$ cat config.mk
export PLATFORM = sky130hd
export DESIGN_NAME = lds_ctrl
export DESIGN_NICKNAME = d
export VERILOG_FILES = /design/src/hw/lds_pkg.sv /design/src/hw/lds_ctrl.sv
export SDC_FILE = /design/constraint.sdc
export NUM_CORES = 1
export LEC_CHECK = 0
export BUFFER_PORTS_ARGS = -buffer_cell sky130_fd_sc_hd__buf_2
export CORE_MARGIN = 1.5
export CORE_UTILIZATION = 45
export DETAILED_ROUTE_END_ITERATION = 7
export PLACE_DENSITY = 0.72
export SYNTH_ARGS = -nofsm -noshare
export SYNTH_HDL_FRONTEND = slang
export SYNTH_SLANG_ARGS = --single-unit
$ cat constraint.sdc
create_clock -name SYS_CLK -period 3.9 [get_ports SYS_CLK]
set_input_delay 0.585 -clock SYS_CLK [delete_from_list [all_inputs] [get_ports SYS_CLK]]
set_output_delay 0.585 -clock SYS_CLK [all_outputs]
set_load 0.005 [all_outputs]
$ cat src/hw/lds_pkg.sv
// Purpose: shared constants and carrier types of the lcd reset and supply control block
// Assumes: 32-bit apb data, one 8-bit register per aligned word
// Notes:   register index times four gives the byte address
package lds_pkg;

    // ------------------------------------------------------------------
    // register indices and byte addresses
    // ------------------------------------------------------------------
    localparam int unsigned NUM_CFG          = 17;      // configuration registers 0..16
    localparam int unsigned IDX_CTRL         = 0;       // supply, amplifier, display on
    localparam int unsigned IDX_MODE         = 1;       // duty, grey mode, partial mode
    localparam int unsigned IDX_SCAN         = 2;       // blink, column reverse, address step
    localparam int unsigned IDX_XADDR        = 3;       // x address counter
    localparam int unsigned IDX_YADDR        = 4;       // y address counter
    localparam int unsigned IDX_PARTIAL_WIN  = 11;      // partial_window_reg
    localparam int unsigned IDX_CONTRAST_ALT = 16;      // contrast_alternation_reg
    localparam int unsigned IDX_RAM_DATA     = 17;      // display ram data window
    localparam int unsigned IDX_STATUS       = 18;      // read-only block state
    localparam int unsigned IDX_LAST         = 18;      // highest mapped index

    // ------------------------------------------------------------------
    // field positions
    // ------------------------------------------------------------------
    localparam int unsigned CTRL_SUPPLY_ON   = 0;       // supply_on_bit
    localparam int unsigned CTRL_LEVEL_BUF   = 1;       // level_buffer_enable_bit
    localparam int unsigned CTRL_DISP_ON     = 2;       // display on
    localparam int unsigned MODE_DUTY_LSB    = 0;       // two-bit duty code, 0 = 1/80
    localparam int unsigned MODE_GREY4       = 2;       // 0 = 32-level, 1 = 4-level
    localparam int unsigned MODE_PARTIAL     = 3;       // partial display mode
    localparam int unsigned SCAN_BLINK_ON    = 0;       // blink_on_bit
    localparam int unsigned SCAN_COL_REV     = 1;       // column mapping reversed
    localparam int unsigned SCAN_X_STEP      = 2;       // 0 = step y, 1 = step x
    localparam int unsigned CA_CONTRAST_LSB  = 0;       // three contrast bits
    localparam int unsigned CA_ALT_LSB       = 3;       // two alternation cycle bits
    localparam int unsigned CA_BIAS_LSB      = 5;       // two bias select bits

    // ------------------------------------------------------------------
    // reset values
    // ------------------------------------------------------------------
    localparam logic [7:0] CFG_CLEAR         = 8'h00;   // registers 0..11 and 16
    localparam logic [7:0] DEF_R12           = 8'h00;   // plain default
    localparam logic [7:0] DEF_R13           = 8'h00;   // plain default
    localparam logic [7:0] DEF_R14           = 8'h00;   // plain default
    localparam logic [7:0] DEF_R15           = 8'h00;   // plain default

    // ------------------------------------------------------------------
    // panel geometry and timing
    // ------------------------------------------------------------------
    localparam logic [7:0] Y_LAST            = 8'h4f;   // 80 rows
    localparam logic [7:0] X_LAST            = 8'h27;   // 40 bytes of 4 pixels
    localparam int unsigned CLK_PERIOD_NS    = 25;      // 40 MHz system clock
    localparam int unsigned HAZARD_NS        = 200;     // strobe-to-fetch hazard window
    localparam int unsigned HAZARD_CYC_RAW   = HAZARD_NS / CLK_PERIOD_NS;
    localparam int unsigned HAZARD_CYC       = (HAZARD_CYC_RAW < 1) ? 1 : HAZARD_CYC_RAW;

    // bias codes seen by the level generator
    localparam logic [2:0] BIAS_6            = 3'h0;
    localparam logic [2:0] BIAS_7            = 3'h1;
    localparam logic [2:0] BIAS_8            = 3'h2;
    localparam logic [2:0] BIAS_9            = 3'h3;
    localparam logic [2:0] BIAS_4            = 3'h4;

    // panel drive carrier
    typedef struct packed {
        logic       blank;      // all outputs at the common off level
        logic       polarity;   // alternation phase
        logic       partial;    // partial display active
        logic [2:0] bias;       // bias code
        logic [2:0] contrast;   // contrast level
        logic [6:0] line;       // current scan line
    } lds_panel_t;

endpackage : lds_pkg

$ cat src/hw/lds_ctrl.sv
// Purpose: reset, supply and drive-level control of a grey-scale lcd driver, apb register access
// Assumes: SYS_CLK at 40 MHz, RESETN asynchronous active low from a pin
// Notes:   panel outputs are control levels; analog levels are generated outside this logic
//
// Operation
// - reset clears all configuration registers
// - host strobes ignored while in reset
// - registers 0-11,16 zero; 12-15 defaults
// - oscillator runs, fine grey clock selected
// - blink off, display off, amplifiers off
// - address counters zero, vertical auto-increment
// - ram address zero on first column
// - alternation once per frame after reset
// - reset forces outputs off, no alternation
// - partial mode uses quarter bias
// - three low contrast bits pick level
// - bias one-sixth to one-ninth selectable
// - supply enable pin follows supply bit
// - late host strobe may cause stray line
// - stray line never corrupts stored data
// - oscillator follows grey mode automatically
//
// Implementation choices: the register addresses and the APB interface to the registers.
`timescale 1ns/1ps
`default_nettype none

module lds_ctrl #(
    parameter int unsigned FINE_LINE_DIV   = 64,   // system cycles per line, 32-level mode
    parameter int unsigned COARSE_LINE_DIV = 640   // system cycles per line, slow clock modes
) (
    // clock and reset
    input  wire logic               SYS_CLK,
    input  wire logic               RESETN,
    // apb slave
    input  wire logic               PSEL,
    input  wire logic               PENABLE,
    input  wire logic               PWRITE,
    input  wire logic [7:0]         PADDR,
    input  wire logic [31:0]        PWDATA,
    output var  logic [31:0]        PRDATA,
    output var  logic               PREADY,
    output var  logic               PSLVERR,
    // supply and level generator
    output var  logic               EXT_SUPPLY_ENABLE_OUT,
    output var  logic               LEVEL_BUFFER_ENABLE,
    output var  logic               FINE_GREY_OSC_SELECT,
    // panel drive
    output var  lds_pkg::lds_panel_t PANEL,
    output var  logic               DISPLAY_ON,
    output var  logic               BLINK_ACTIVE,
    output var  logic               COLUMN_REVERSED,
    output var  logic               STRAY_LINE
);

    // ------------------------------------------------------------------
    // reset release synchroniser
    // ------------------------------------------------------------------
    logic rst_meta;      // first stage, read only by rst_sync
    logic rst_sync;      // released reset, high when running

    // two stages so the release never lands mid-cycle on the logic below
    always_ff @(posedge SYS_CLK or negedge RESETN) begin
        if (!RESETN) begin
            rst_meta <= 1'b0;
            rst_sync <= 1'b0;
        end else begin
            rst_meta <= 1'b1;
            rst_sync <= rst_meta;
        end
    end

    // ------------------------------------------------------------------
    // apb decode
    // ------------------------------------------------------------------
    logic [5:0] idx;         // word index
    logic       mapped;      // aligned and in range
    logic       setup_ph;    // setup cycle
    logic       access_ph;   // access cycle
    logic       wr_en;       // write takes effect
    logic       ram_touch;   // host access to display ram window

    function automatic logic [7:0] reset_value(input int unsigned i);
        unique case (i)
            12:      return lds_pkg::DEF_R12;
            13:      return lds_pkg::DEF_R13;
            14:      return lds_pkg::DEF_R14;
            15:      return lds_pkg::DEF_R15;
            default: return lds_pkg::CFG_CLEAR;
        endcase
    endfunction : reset_value

    assign idx       = PADDR[7:2];
    assign mapped    = (PADDR[1:0] == 2'h0) && (idx <= 6'(lds_pkg::IDX_LAST));
    assign setup_ph  = PSEL && !PENABLE;
    assign access_ph = PSEL && PENABLE;
    // strobes are dropped until the synchronised release
    assign wr_en     = access_ph && PWRITE && mapped && rst_sync;
    assign ram_touch = access_ph && mapped && rst_sync && (idx == 6'(lds_pkg::IDX_RAM_DATA));
    // zero wait states: read data is captured in the setup cycle
    assign PREADY    = 1'b1;
    assign PSLVERR   = access_ph && !mapped;

    // ------------------------------------------------------------------
    // configuration registers
    // ------------------------------------------------------------------
    logic [7:0] cfg      [lds_pkg::NUM_CFG];   // registers 0..16
    logic [7:0] next_cfg [lds_pkg::NUM_CFG];
    logic [7:0] ram_word;                      // last word through the ram window
    logic [7:0] next_ram_word;
    logic       x_step;                        // address step selects x

    assign x_step = cfg[lds_pkg::IDX_SCAN][lds_pkg::SCAN_X_STEP];

    // writes and the automatic address step
    always_comb begin
        for (int i = 0; i < lds_pkg::NUM_CFG; i++) begin
            next_cfg[i] = cfg[i];
            if (wr_en && idx == 6'(i)) begin
                next_cfg[i] = PWDATA[7:0];
            end
        end
        next_ram_word = ram_word;
        if (ram_touch) begin
            if (PWRITE) begin
                next_ram_word = PWDATA[7:0];
            end
            // step after every ram access; y by default
            if (x_step) begin
                next_cfg[lds_pkg::IDX_XADDR] = (cfg[lds_pkg::IDX_XADDR] >= lds_pkg::X_LAST) ? 8'h00
                                              : cfg[lds_pkg::IDX_XADDR] + 8'h01;
            end else begin
                next_cfg[lds_pkg::IDX_YADDR] = (cfg[lds_pkg::IDX_YADDR] >= lds_pkg::Y_LAST) ? 8'h00
                                              : cfg[lds_pkg::IDX_YADDR] + 8'h01;
            end
        end
    end

    // registers clear whenever the chip reset pin is low
    always_ff @(posedge SYS_CLK or negedge RESETN) begin
        if (!RESETN) begin
            for (int i = 0; i < lds_pkg::NUM_CFG; i++) begin
                cfg[i] <= reset_value(i);
            end
            ram_word <= 8'h00;
        end else begin
            for (int i = 0; i < lds_pkg::NUM_CFG; i++) begin
                cfg[i] <= next_cfg[i];
            end
            ram_word <= next_ram_word;
        end
    end

    // ------------------------------------------------------------------
    // mode decode
    // ------------------------------------------------------------------
    logic       partial;      // partial display mode
    logic       fine_osc;     // 32-level oscillator in use
    logic [1:0] duty;         // duty code
    logic [1:0] alt_sel;      // alternation cycle code
    logic [2:0] bias_eff;     // bias after mode override
    logic [6:0] lines_last;   // last scan line of a frame

    assign partial  = cfg[lds_pkg::IDX_MODE][lds_pkg::MODE_PARTIAL];
    // slow oscillator for 4-level grey and partial display
    assign fine_osc = !cfg[lds_pkg::IDX_MODE][lds_pkg::MODE_GREY4] && !partial;
    assign duty     = cfg[lds_pkg::IDX_MODE][lds_pkg::MODE_DUTY_LSB +: 2];
    assign alt_sel  = cfg[lds_pkg::IDX_CONTRAST_ALT][lds_pkg::CA_ALT_LSB +: 2];

    // partial mode overrides the software bias choice
    always_comb begin
        if (partial) begin
            bias_eff = lds_pkg::BIAS_4;
        end else begin
            unique case (cfg[lds_pkg::IDX_CONTRAST_ALT][lds_pkg::CA_BIAS_LSB +: 2])
                2'h0: bias_eff = lds_pkg::BIAS_6;
                2'h1: bias_eff = lds_pkg::BIAS_7;
                2'h2: bias_eff = lds_pkg::BIAS_8;
                2'h3: bias_eff = lds_pkg::BIAS_9;
            endcase
        end
    end

    // frame length in lines; partial display always scans eight
    always_comb begin
        if (partial) begin
            lines_last = 7'd7;
        end else begin
            unique case (duty)
                2'h0: lines_last = 7'd79;
                2'h1: lines_last = 7'd63;
                2'h2: lines_last = 7'd31;
                2'h3: lines_last = 7'd7;
            endcase
        end
    end

    // ------------------------------------------------------------------
    // line timing and alternation
    // ------------------------------------------------------------------
    logic [15:0] div_cnt;        // cycles within a line
    logic [15:0] next_div_cnt;
    logic [6:0]  line;           // scan line
    logic [6:0]  next_line;
    logic [3:0]  alt_cnt;        // lines since last polarity flip
    logic [3:0]  next_alt_cnt;
    logic        polarity;
    logic        next_polarity;
    logic        line_tick;      // one-cycle enable, end of line fetch
    logic [15:0] div_last;
    logic [3:0]  alt_last;       // last alt_cnt value before a flip in line mode

    // the divider rate switches with the oscillator
    assign div_last  = fine_osc ? 16'(FINE_LINE_DIV - 1) : 16'(COARSE_LINE_DIV - 1);
    assign line_tick = (div_cnt >= div_last);

    always_comb begin
        unique case (alt_sel)
            2'h1:    alt_last = 4'd6;
            2'h2:    alt_last = 4'd10;
            default: alt_last = 4'd12;
        endcase
    end

    // line counter and polarity; nothing moves until the release settles
    always_comb begin
        next_div_cnt  = div_cnt;
        next_line     = line;
        next_alt_cnt  = alt_cnt;
        next_polarity = polarity;
        if (rst_sync) begin
            next_div_cnt = line_tick ? 16'h0000 : div_cnt + 16'h0001;
            if (line_tick) begin
                next_line = (line >= lines_last) ? 7'd0 : line + 7'd1;
                if (alt_sel == 2'h0) begin
                    // code zero flips once per frame
                    if (line >= lines_last) begin
                        next_polarity = !polarity;
                    end
                end else if (alt_cnt >= alt_last) begin
                    next_alt_cnt  = 4'h0;
                    next_polarity = !polarity;
                end else begin
                    next_alt_cnt = alt_cnt + 4'h1;
                end
            end
        end
    end

    // held at zero through reset, so the drive does not alternate
    always_ff @(posedge SYS_CLK or negedge RESETN) begin
        if (!RESETN) begin
            div_cnt  <= 16'h0000;
            line     <= 7'd0;
            alt_cnt  <= 4'h0;
            polarity <= 1'b0;
        end else begin
            div_cnt  <= next_div_cnt;
            line     <= next_line;
            alt_cnt  <= next_alt_cnt;
            polarity <= next_polarity;
        end
    end

    // ------------------------------------------------------------------
    // host access versus fetch hazard
    // ------------------------------------------------------------------
    logic [7:0] since_access;    // cycles since last ram strobe ended, saturating
    logic [7:0] next_since_access;
    logic       stray;           // a fetch met a recent strobe
    logic       next_stray;

    // only the transfer to the drive is disturbed; ram_word is never touched here
    always_comb begin
        next_since_access = ram_touch ? 8'h00
                          : (since_access == 8'hff) ? since_access : since_access + 8'h01;
        next_stray = line_tick && rst_sync && (since_access < 8'(lds_pkg::HAZARD_CYC));
    end

    always_ff @(posedge SYS_CLK or negedge RESETN) begin
        if (!RESETN) begin
            since_access <= 8'hff;
            stray        <= 1'b0;
        end else begin
            since_access <= next_since_access;
            stray        <= next_stray;
        end
    end

    // ------------------------------------------------------------------
    // outputs and read data
    // ------------------------------------------------------------------
    lds_pkg::lds_panel_t next_panel;
    logic [31:0]         next_prdata;
    logic [7:0]          status;

    assign status = {3'h0, stray, polarity, fine_osc, partial, !rst_sync};

    // read data captured in the setup cycle; in reset it reads zero
    always_comb begin
        next_prdata = PRDATA;
        if (setup_ph) begin
            next_prdata = 32'h0000_0000;
            if (mapped && rst_sync) begin
                if (idx == 6'(lds_pkg::IDX_RAM_DATA)) begin
                    next_prdata = {24'h000000, ram_word};
                end else if (idx == 6'(lds_pkg::IDX_STATUS)) begin
                    next_prdata = {24'h000000, status};
                end else begin
                    next_prdata = {24'h000000, cfg[idx[4:0]]};
                end
            end
        end
    end

    // panel drive forced off until the synchronised release
    always_comb begin
        next_panel          = '0;
        next_panel.blank    = !rst_sync || !cfg[lds_pkg::IDX_CTRL][lds_pkg::CTRL_DISP_ON];
        next_panel.polarity = rst_sync && polarity;
        next_panel.partial  = partial;
        next_panel.bias     = bias_eff;
        next_panel.contrast = cfg[lds_pkg::IDX_CONTRAST_ALT][lds_pkg::CA_CONTRAST_LSB +: 3];
        next_panel.line     = line;
    end

    always_ff @(posedge SYS_CLK or negedge RESETN) begin
        if (!RESETN) begin
            PRDATA                <= 32'h0000_0000;
            PANEL                 <= '{blank: 1'b1, default: '0};
            EXT_SUPPLY_ENABLE_OUT <= 1'b0;
            LEVEL_BUFFER_ENABLE   <= 1'b0;
            FINE_GREY_OSC_SELECT  <= 1'b1;
            DISPLAY_ON            <= 1'b0;
            BLINK_ACTIVE          <= 1'b0;
            COLUMN_REVERSED       <= 1'b0;
            STRAY_LINE            <= 1'b0;
        end else begin
            PRDATA                <= next_prdata;
            PANEL                 <= next_panel;
            EXT_SUPPLY_ENABLE_OUT <= cfg[lds_pkg::IDX_CTRL][lds_pkg::CTRL_SUPPLY_ON];
            LEVEL_BUFFER_ENABLE   <= cfg[lds_pkg::IDX_CTRL][lds_pkg::CTRL_LEVEL_BUF];
            FINE_GREY_OSC_SELECT  <= fine_osc;
            DISPLAY_ON            <= cfg[lds_pkg::IDX_CTRL][lds_pkg::CTRL_DISP_ON];
            BLINK_ACTIVE          <= cfg[lds_pkg::IDX_SCAN][lds_pkg::SCAN_BLINK_ON];
            COLUMN_REVERSED       <= cfg[lds_pkg::IDX_SCAN][lds_pkg::SCAN_COL_REV];
            STRAY_LINE            <= stray;
        end
    end

endmodule : lds_ctrl

`default_nettype wire

== Yosys cells after proc, flatten, opt, wreduce, memory -nomap -nowiden ==
Index checks and enable logic that the tools add are counted.

* Add/subtract/negate cells: 6
* $lt $le $gt $ge: 8
* Eq/ne operators: 29
* Mux-type cells: 27
* Bitwise gates (word level): 2
* Reduce and logical (&&, ||, !) cells: 50

{| class="wikitable"
|+ Operators by type and width
! kind !! number
|-
| $mux W8 || 12
|-
| $eq A6 B4 Y1 const B || 8
|-
| $bmux W8 S5 || 1
|-
| $logic_and A1 B1 Y1 || 32
|-
| $mux W16 || 2
|-
| $mux W32 || 1
|-
| $pmux W7 S4 || 1
|-
| $add A8 B1 Y8 const B || 3
|-
| $eq A6 B3 Y1 const B || 4
|-
| $eq A6 B5 Y1 const B || 3
|-
| $add A16 B1 Y16 const B || 1
|-
| $ge A16 B10 Y1 || 1
|-
| $mux W7 || 2
|-
| $eq A6 B2 Y1 const B || 2
|-
| $pmux W3 S4 || 1
|-
| $eq A2 B2 Y1 const B || 5
|-
| $mux W10 || 1
|-
| $eq A8 B8 Y1 const B || 1
|-
| $ge A8 B6 Y1 const B || 1
|-
| $ge A8 B7 Y1 const B || 1
|-
| $logic_not A2 Y1 || 4
|-
| $lt A8 B4 Y1 const B || 1
|-
| $pmux W4 S2 || 1
|-
| $add A7 B1 Y7 const B || 1
|-
| other kinds (20) || 32
|}

* Flip-flop bits (word level): 238
* Output and inout port bits: 57
* Logic and storage cells: 162

== Longest topological paths before layout ==
* Depth after elaboration: 8
* Gate-level depth with buffers: 10
* Mapped depth without buffers: 10

== Worst setup path before layout ==
No wires, ideal clock.

* Path type: input-to-reg
* Start point: input port PADDR[4]
* End point: register cfg[7] in the netlist's numbering
* Arrival time: 2370 ps
* Required time: 3775 ps
* Path slack: 1405 ps
* Stages: 7
* Path through: clkbuf_1 -> or2_2 -> clkbuf_1 -> nor4b_2 -> and3b_1 -> buf_4 -> mux2_2

* Longest elaborated chain between the ends: 5
* Elaborated cells on any way between the ends: 6
* Classes of those cells: 1 x order compare; 1 x eq/ne; 4 x reduce/logical

{| class="wikitable"
|+ RTL lines
! item !! line !! RTL
|-
| start, declared || lds_ctrl.sv:38 || <nowiki>input wire logic [7:0] PADDR,</nowiki>
|-
| $le A6 B5 Y1 || lds_ctrl.sv:93 || <nowiki>assign mapped = (PADDR[1:0] == 2'h0) && (idx <= 6'(lds_pkg::IDX_LAST));</nowiki>
|-
| $logic_and A1 B1 Y1 || lds_ctrl.sv:93 ||
|-
| $logic_and A1 B1 Y1 (2 in series) || lds_ctrl.sv:97 || <nowiki>assign wr_en = access_ph && PWRITE && mapped && rst_sync;</nowiki>
|-
| $logic_and A1 B1 Y1 * || lds_ctrl.sv:118 || <nowiki>if (wr_en && idx == 6'(i)) begin</nowiki>
|-
| end signal, assigned by index || lds_ctrl.sv:142 || <nowiki>cfg[i] <= reset_value(i);</nowiki>
|-
| end signal, assigned by index || lds_ctrl.sv:147 || <nowiki>cfg[i] <= next_cfg[i];</nowiki>
|-
| end, declared || lds_ctrl.sv:106 || <nowiki>logic [7:0] cfg [lds_pkg::NUM_CFG];</nowiki>
|}

Mark *: on every way between the ends. The rest lies on a longest branch, timed or not.
A chain may end at the register's enable or synchronous reset.

== Worst setup path after layout ==
* Start point: input port PADDR[2]
* End point: output port PSLVERR

* Longest elaborated chain between the ends: 4

{| class="wikitable"
|+ RTL lines
! item !! line !! RTL
|-
| $le A6 B5 Y1 || lds_ctrl.sv:93 ||
|-
| $logic_and A1 B1 Y1 || lds_ctrl.sv:93 ||
|-
| $logic_not A1 Y1 || lds_ctrl.sv:101 || <nowiki>assign PSLVERR = access_ph && !mapped;</nowiki>
|-
| $logic_and A1 B1 Y1 || lds_ctrl.sv:101 ||
|-
| end, declared || lds_ctrl.sv:42 || <nowiki>output var logic PSLVERR,</nowiki>
|}

Every way passes these cells.

==> metrics.md <==
| Metric | Value |
|---|---|
| Crit path launch type | input pin |
| Die W | 154 um |
| IO Pins | about 100 |
| Worst hold path type | in2async |
| Per-cell routed wire length | between 15 and 20 um |
| Iteration-0 DRC Markers | 519 |
| Outcome | finished clean |
| Fin crit period | approximately 2800 ps |
| ANT cells | 0 |
| Layout cells sized above 1 | between 30% and 40% |
| Final WL | roughly 23 mm |
| Worst clock skew | 17.2 ps |
| Nets | 913 |
| Die Area | about 24,000 sq um |
| LEAKAGE | 5.69 nW |
| Clock root buffer | clkbuf_16 |
| Synth Flop Type | dfrtp_1 |
| Total Power | about 5.1 mW |
| Largest net degree at the start of global routing | 98 |
| Synth Warn # | 0 |
| Slew HR | between 40 and 50% |
| # setup viols final | 0 |
| Synth Instances | roughly 800 |
| Final Hold Fails | 0 |
| Clk_lat worst skew | around 520 ps |
| Vias in the first global route | roughly 6.6k |
| Vias per inst | a little under 6 |
| Fmax | 0.353 GHz |
| Register area | 5340 sq um |
| First-pass GRT wire length | 36.5 mm |
| Post-CTS Repair Setup Buffers | 0 |
| Post-CTS sizing | 0 |
| Die span in y | roughly 150 um |
| Congestion Overflow GR | 0 |
| CTS tree | yes |
| Final TNS setup | 0 ps |
| PwrDens | 436 nW/um^2 |
| Part of the Yosys area used for sequential elements | around half |
| Drt first pass iters | 7 |
| Remaining DRCs | 0 |
| Commonest non-fill, non-tap cell in the layout | dfrtp_1 |
| Clk buf depth | 3 |
| Tightest Pin Transition | approximately 840 ps |
| Max-cap viol count | 0 |
| CP required | 3310 ps |
| DP HPWL | around 15 mm |
| CP Capture Type | primary output |
| CTS Hold Buffers Added | 0 |
| Routability cong. | 0.856 |
| Max VDD drop | between 0.0002 and 0.00025 V |
| Final core occ | 51.4% |
| Crit path arrival time | 2250 ps |
| Seq cells post-synth | 213 |
| Starting density of the core | 45.7% |
| Post-synth EDFFs | 0 |
| WS Path Type | in2out |
| Slew Viols, Final | 0 |
| Clk slew on worst S/H paths | 60 ps |
| Rows | 55 |
| Port Buf Inserts | 52 |
| Reg2Reg Depth | 5 |
| Number of placed instances, taps included | between 1k and 1.5k |
| Fill cells | 1,934 |
| Gr usage total | 19.6% |
| FFs w/ async S/R, synth | 100% |
| Mapped Avg Cell Area | 12.9 sq um |
| Most frequent cells in the layout | dfrtp_1, mux2_2, buf_2, nor2_1, mux4_2 |
| Area delta synth->final | 12.6% |
| Area occupied by multi-input gates | roughly 4700 sq um |
| Distinct cells, synth | between 60 and 70 |
| CTS Buf Count | 23 |
| Period utilization | 72.7% |
| Mapped cell area | 10,300 sq um |
| RSZ-0062 raised after global routing | false |
| DRT antenna net count | 0 |
| Via Count | roughly 6.7k |
| Initial antenna violation count | 0 |
| Final cell count without fillers | 1,150 |
| CTS Sinks | 213 |
| Maximum fanout along the worst path | 19 |
| CTS H-tree lvls | 1 |
| Core ar. | around 23,000 sq um |
power breakdown:
| group | switching [mW] | internal (mW) |
|---|---|---|
| logic | 0.230 | 0.128 |
| clock network | 0.873 | 1.43 |
| registers | 0.0794 | 2.32 |
| total | 1.18 | 3.88 |
metrics by stage:
| step | hold slack (ps) | worst slack (ps) | cell area, sq um |
|---|---|---|---|
| CTS | 188 | 1080 | 11600 |
| global placement | 336 | 855 | 10800 |
| finish | 146 | 1070 | 11600 |
| detailed placement | 340 | 833 | 10800 |
| global route | 216 | 931 | 11600 |
| floorplan | 289 | 1410 | 10400 |
final timing paths:
check                          from       end  slack, ps
min in group SYS_CLK       rst_meta  rst_sync        350
min reg2reg                rst_meta  rst_sync        350
max in group asynchronous    RESETN   cfg[70]       2830
max reg2reg                rst_sync   cfg[48]       1150
min                          RESETN  PANEL[0]        150
max                        PADDR[2]   PSLVERR       1070
worst max-delay path, stage by stage:
cell and delay, ps:
buf_2 280, a211o_1 400, a2111oi_4 720, nor2_1 90, buf_2 170
final cells by class:
type | instances | share of cell area (%)
multi-input cells | 532 | 40.1
inverters | 10 | 0.323
clock buffers | 36 | 6.07
repair buffers | 69 | 3.52
well taps | 285 | 3.07
clock inverters | 5 | 0.894
flip-flops and latches | 213 | 46.0
logic make-up after synthesis:
logic type | Yosys count | share of synthesized area, %
and+or+nand+nor | 190 | 10.6
buffers and inverters | 76 | 3.99
adders and majority gates | 19 | 2.31
AOI/OAI and AO/OA | 108 | 7.46
DFF | 213 | 51.8
other | 2 | 0.0728
xor gates and xnor gates | 10 | 0.849
muxes | 179 | 22.9
cell usage after synthesis (all sizes together) (10+ instances only):
library cell | n | area (sq um)
o21ai | 26 | 130
mux4 | 30 | 676
a21oi | 14 | 70.1
dfrtp | 203 | 5080
clkbuf | 21 | 78.8
dfstp | 10 | 263
mux2 | 133 | 1530
nand2 | 27 | 101
inv | 10 | 37.5
nand3 | 20 | 100
o22ai | 14 | 87.6
buf | 45 | 295
and3 | 20 | 125
mux2i | 16 | 160
nor2b | 10 | 62.6
ha | 19 | 238
nand2b | 12 | 75.1
nor2 | 48 | 195
state kept, by name, indices dropped and copies added, names as in the netlist, 2 cells and up:
name / flops
PANEL: 15
PRDATA: 8
alt_cnt: 4
alt_sel: 2
cfg: 134
div_cnt: 16
line: 7
ram_word: 8
since_access: 8
layer usage:
| layer | wire length, um | up-vias | GRT usage, % |
|---|---|---|---|
| met1 | 10500 | 3460 | 28.2 |
| met3 | 1280 | 45 | 3.70 |
| met5 | 0 | - | 0 |
| li1 | - | 2998 | - |
| met4 | 714 | 0 | 6.36 |
| met2 | 10300 | 214 | 30.1 |
Note: power is estimated with default switching activity, not from simulation.
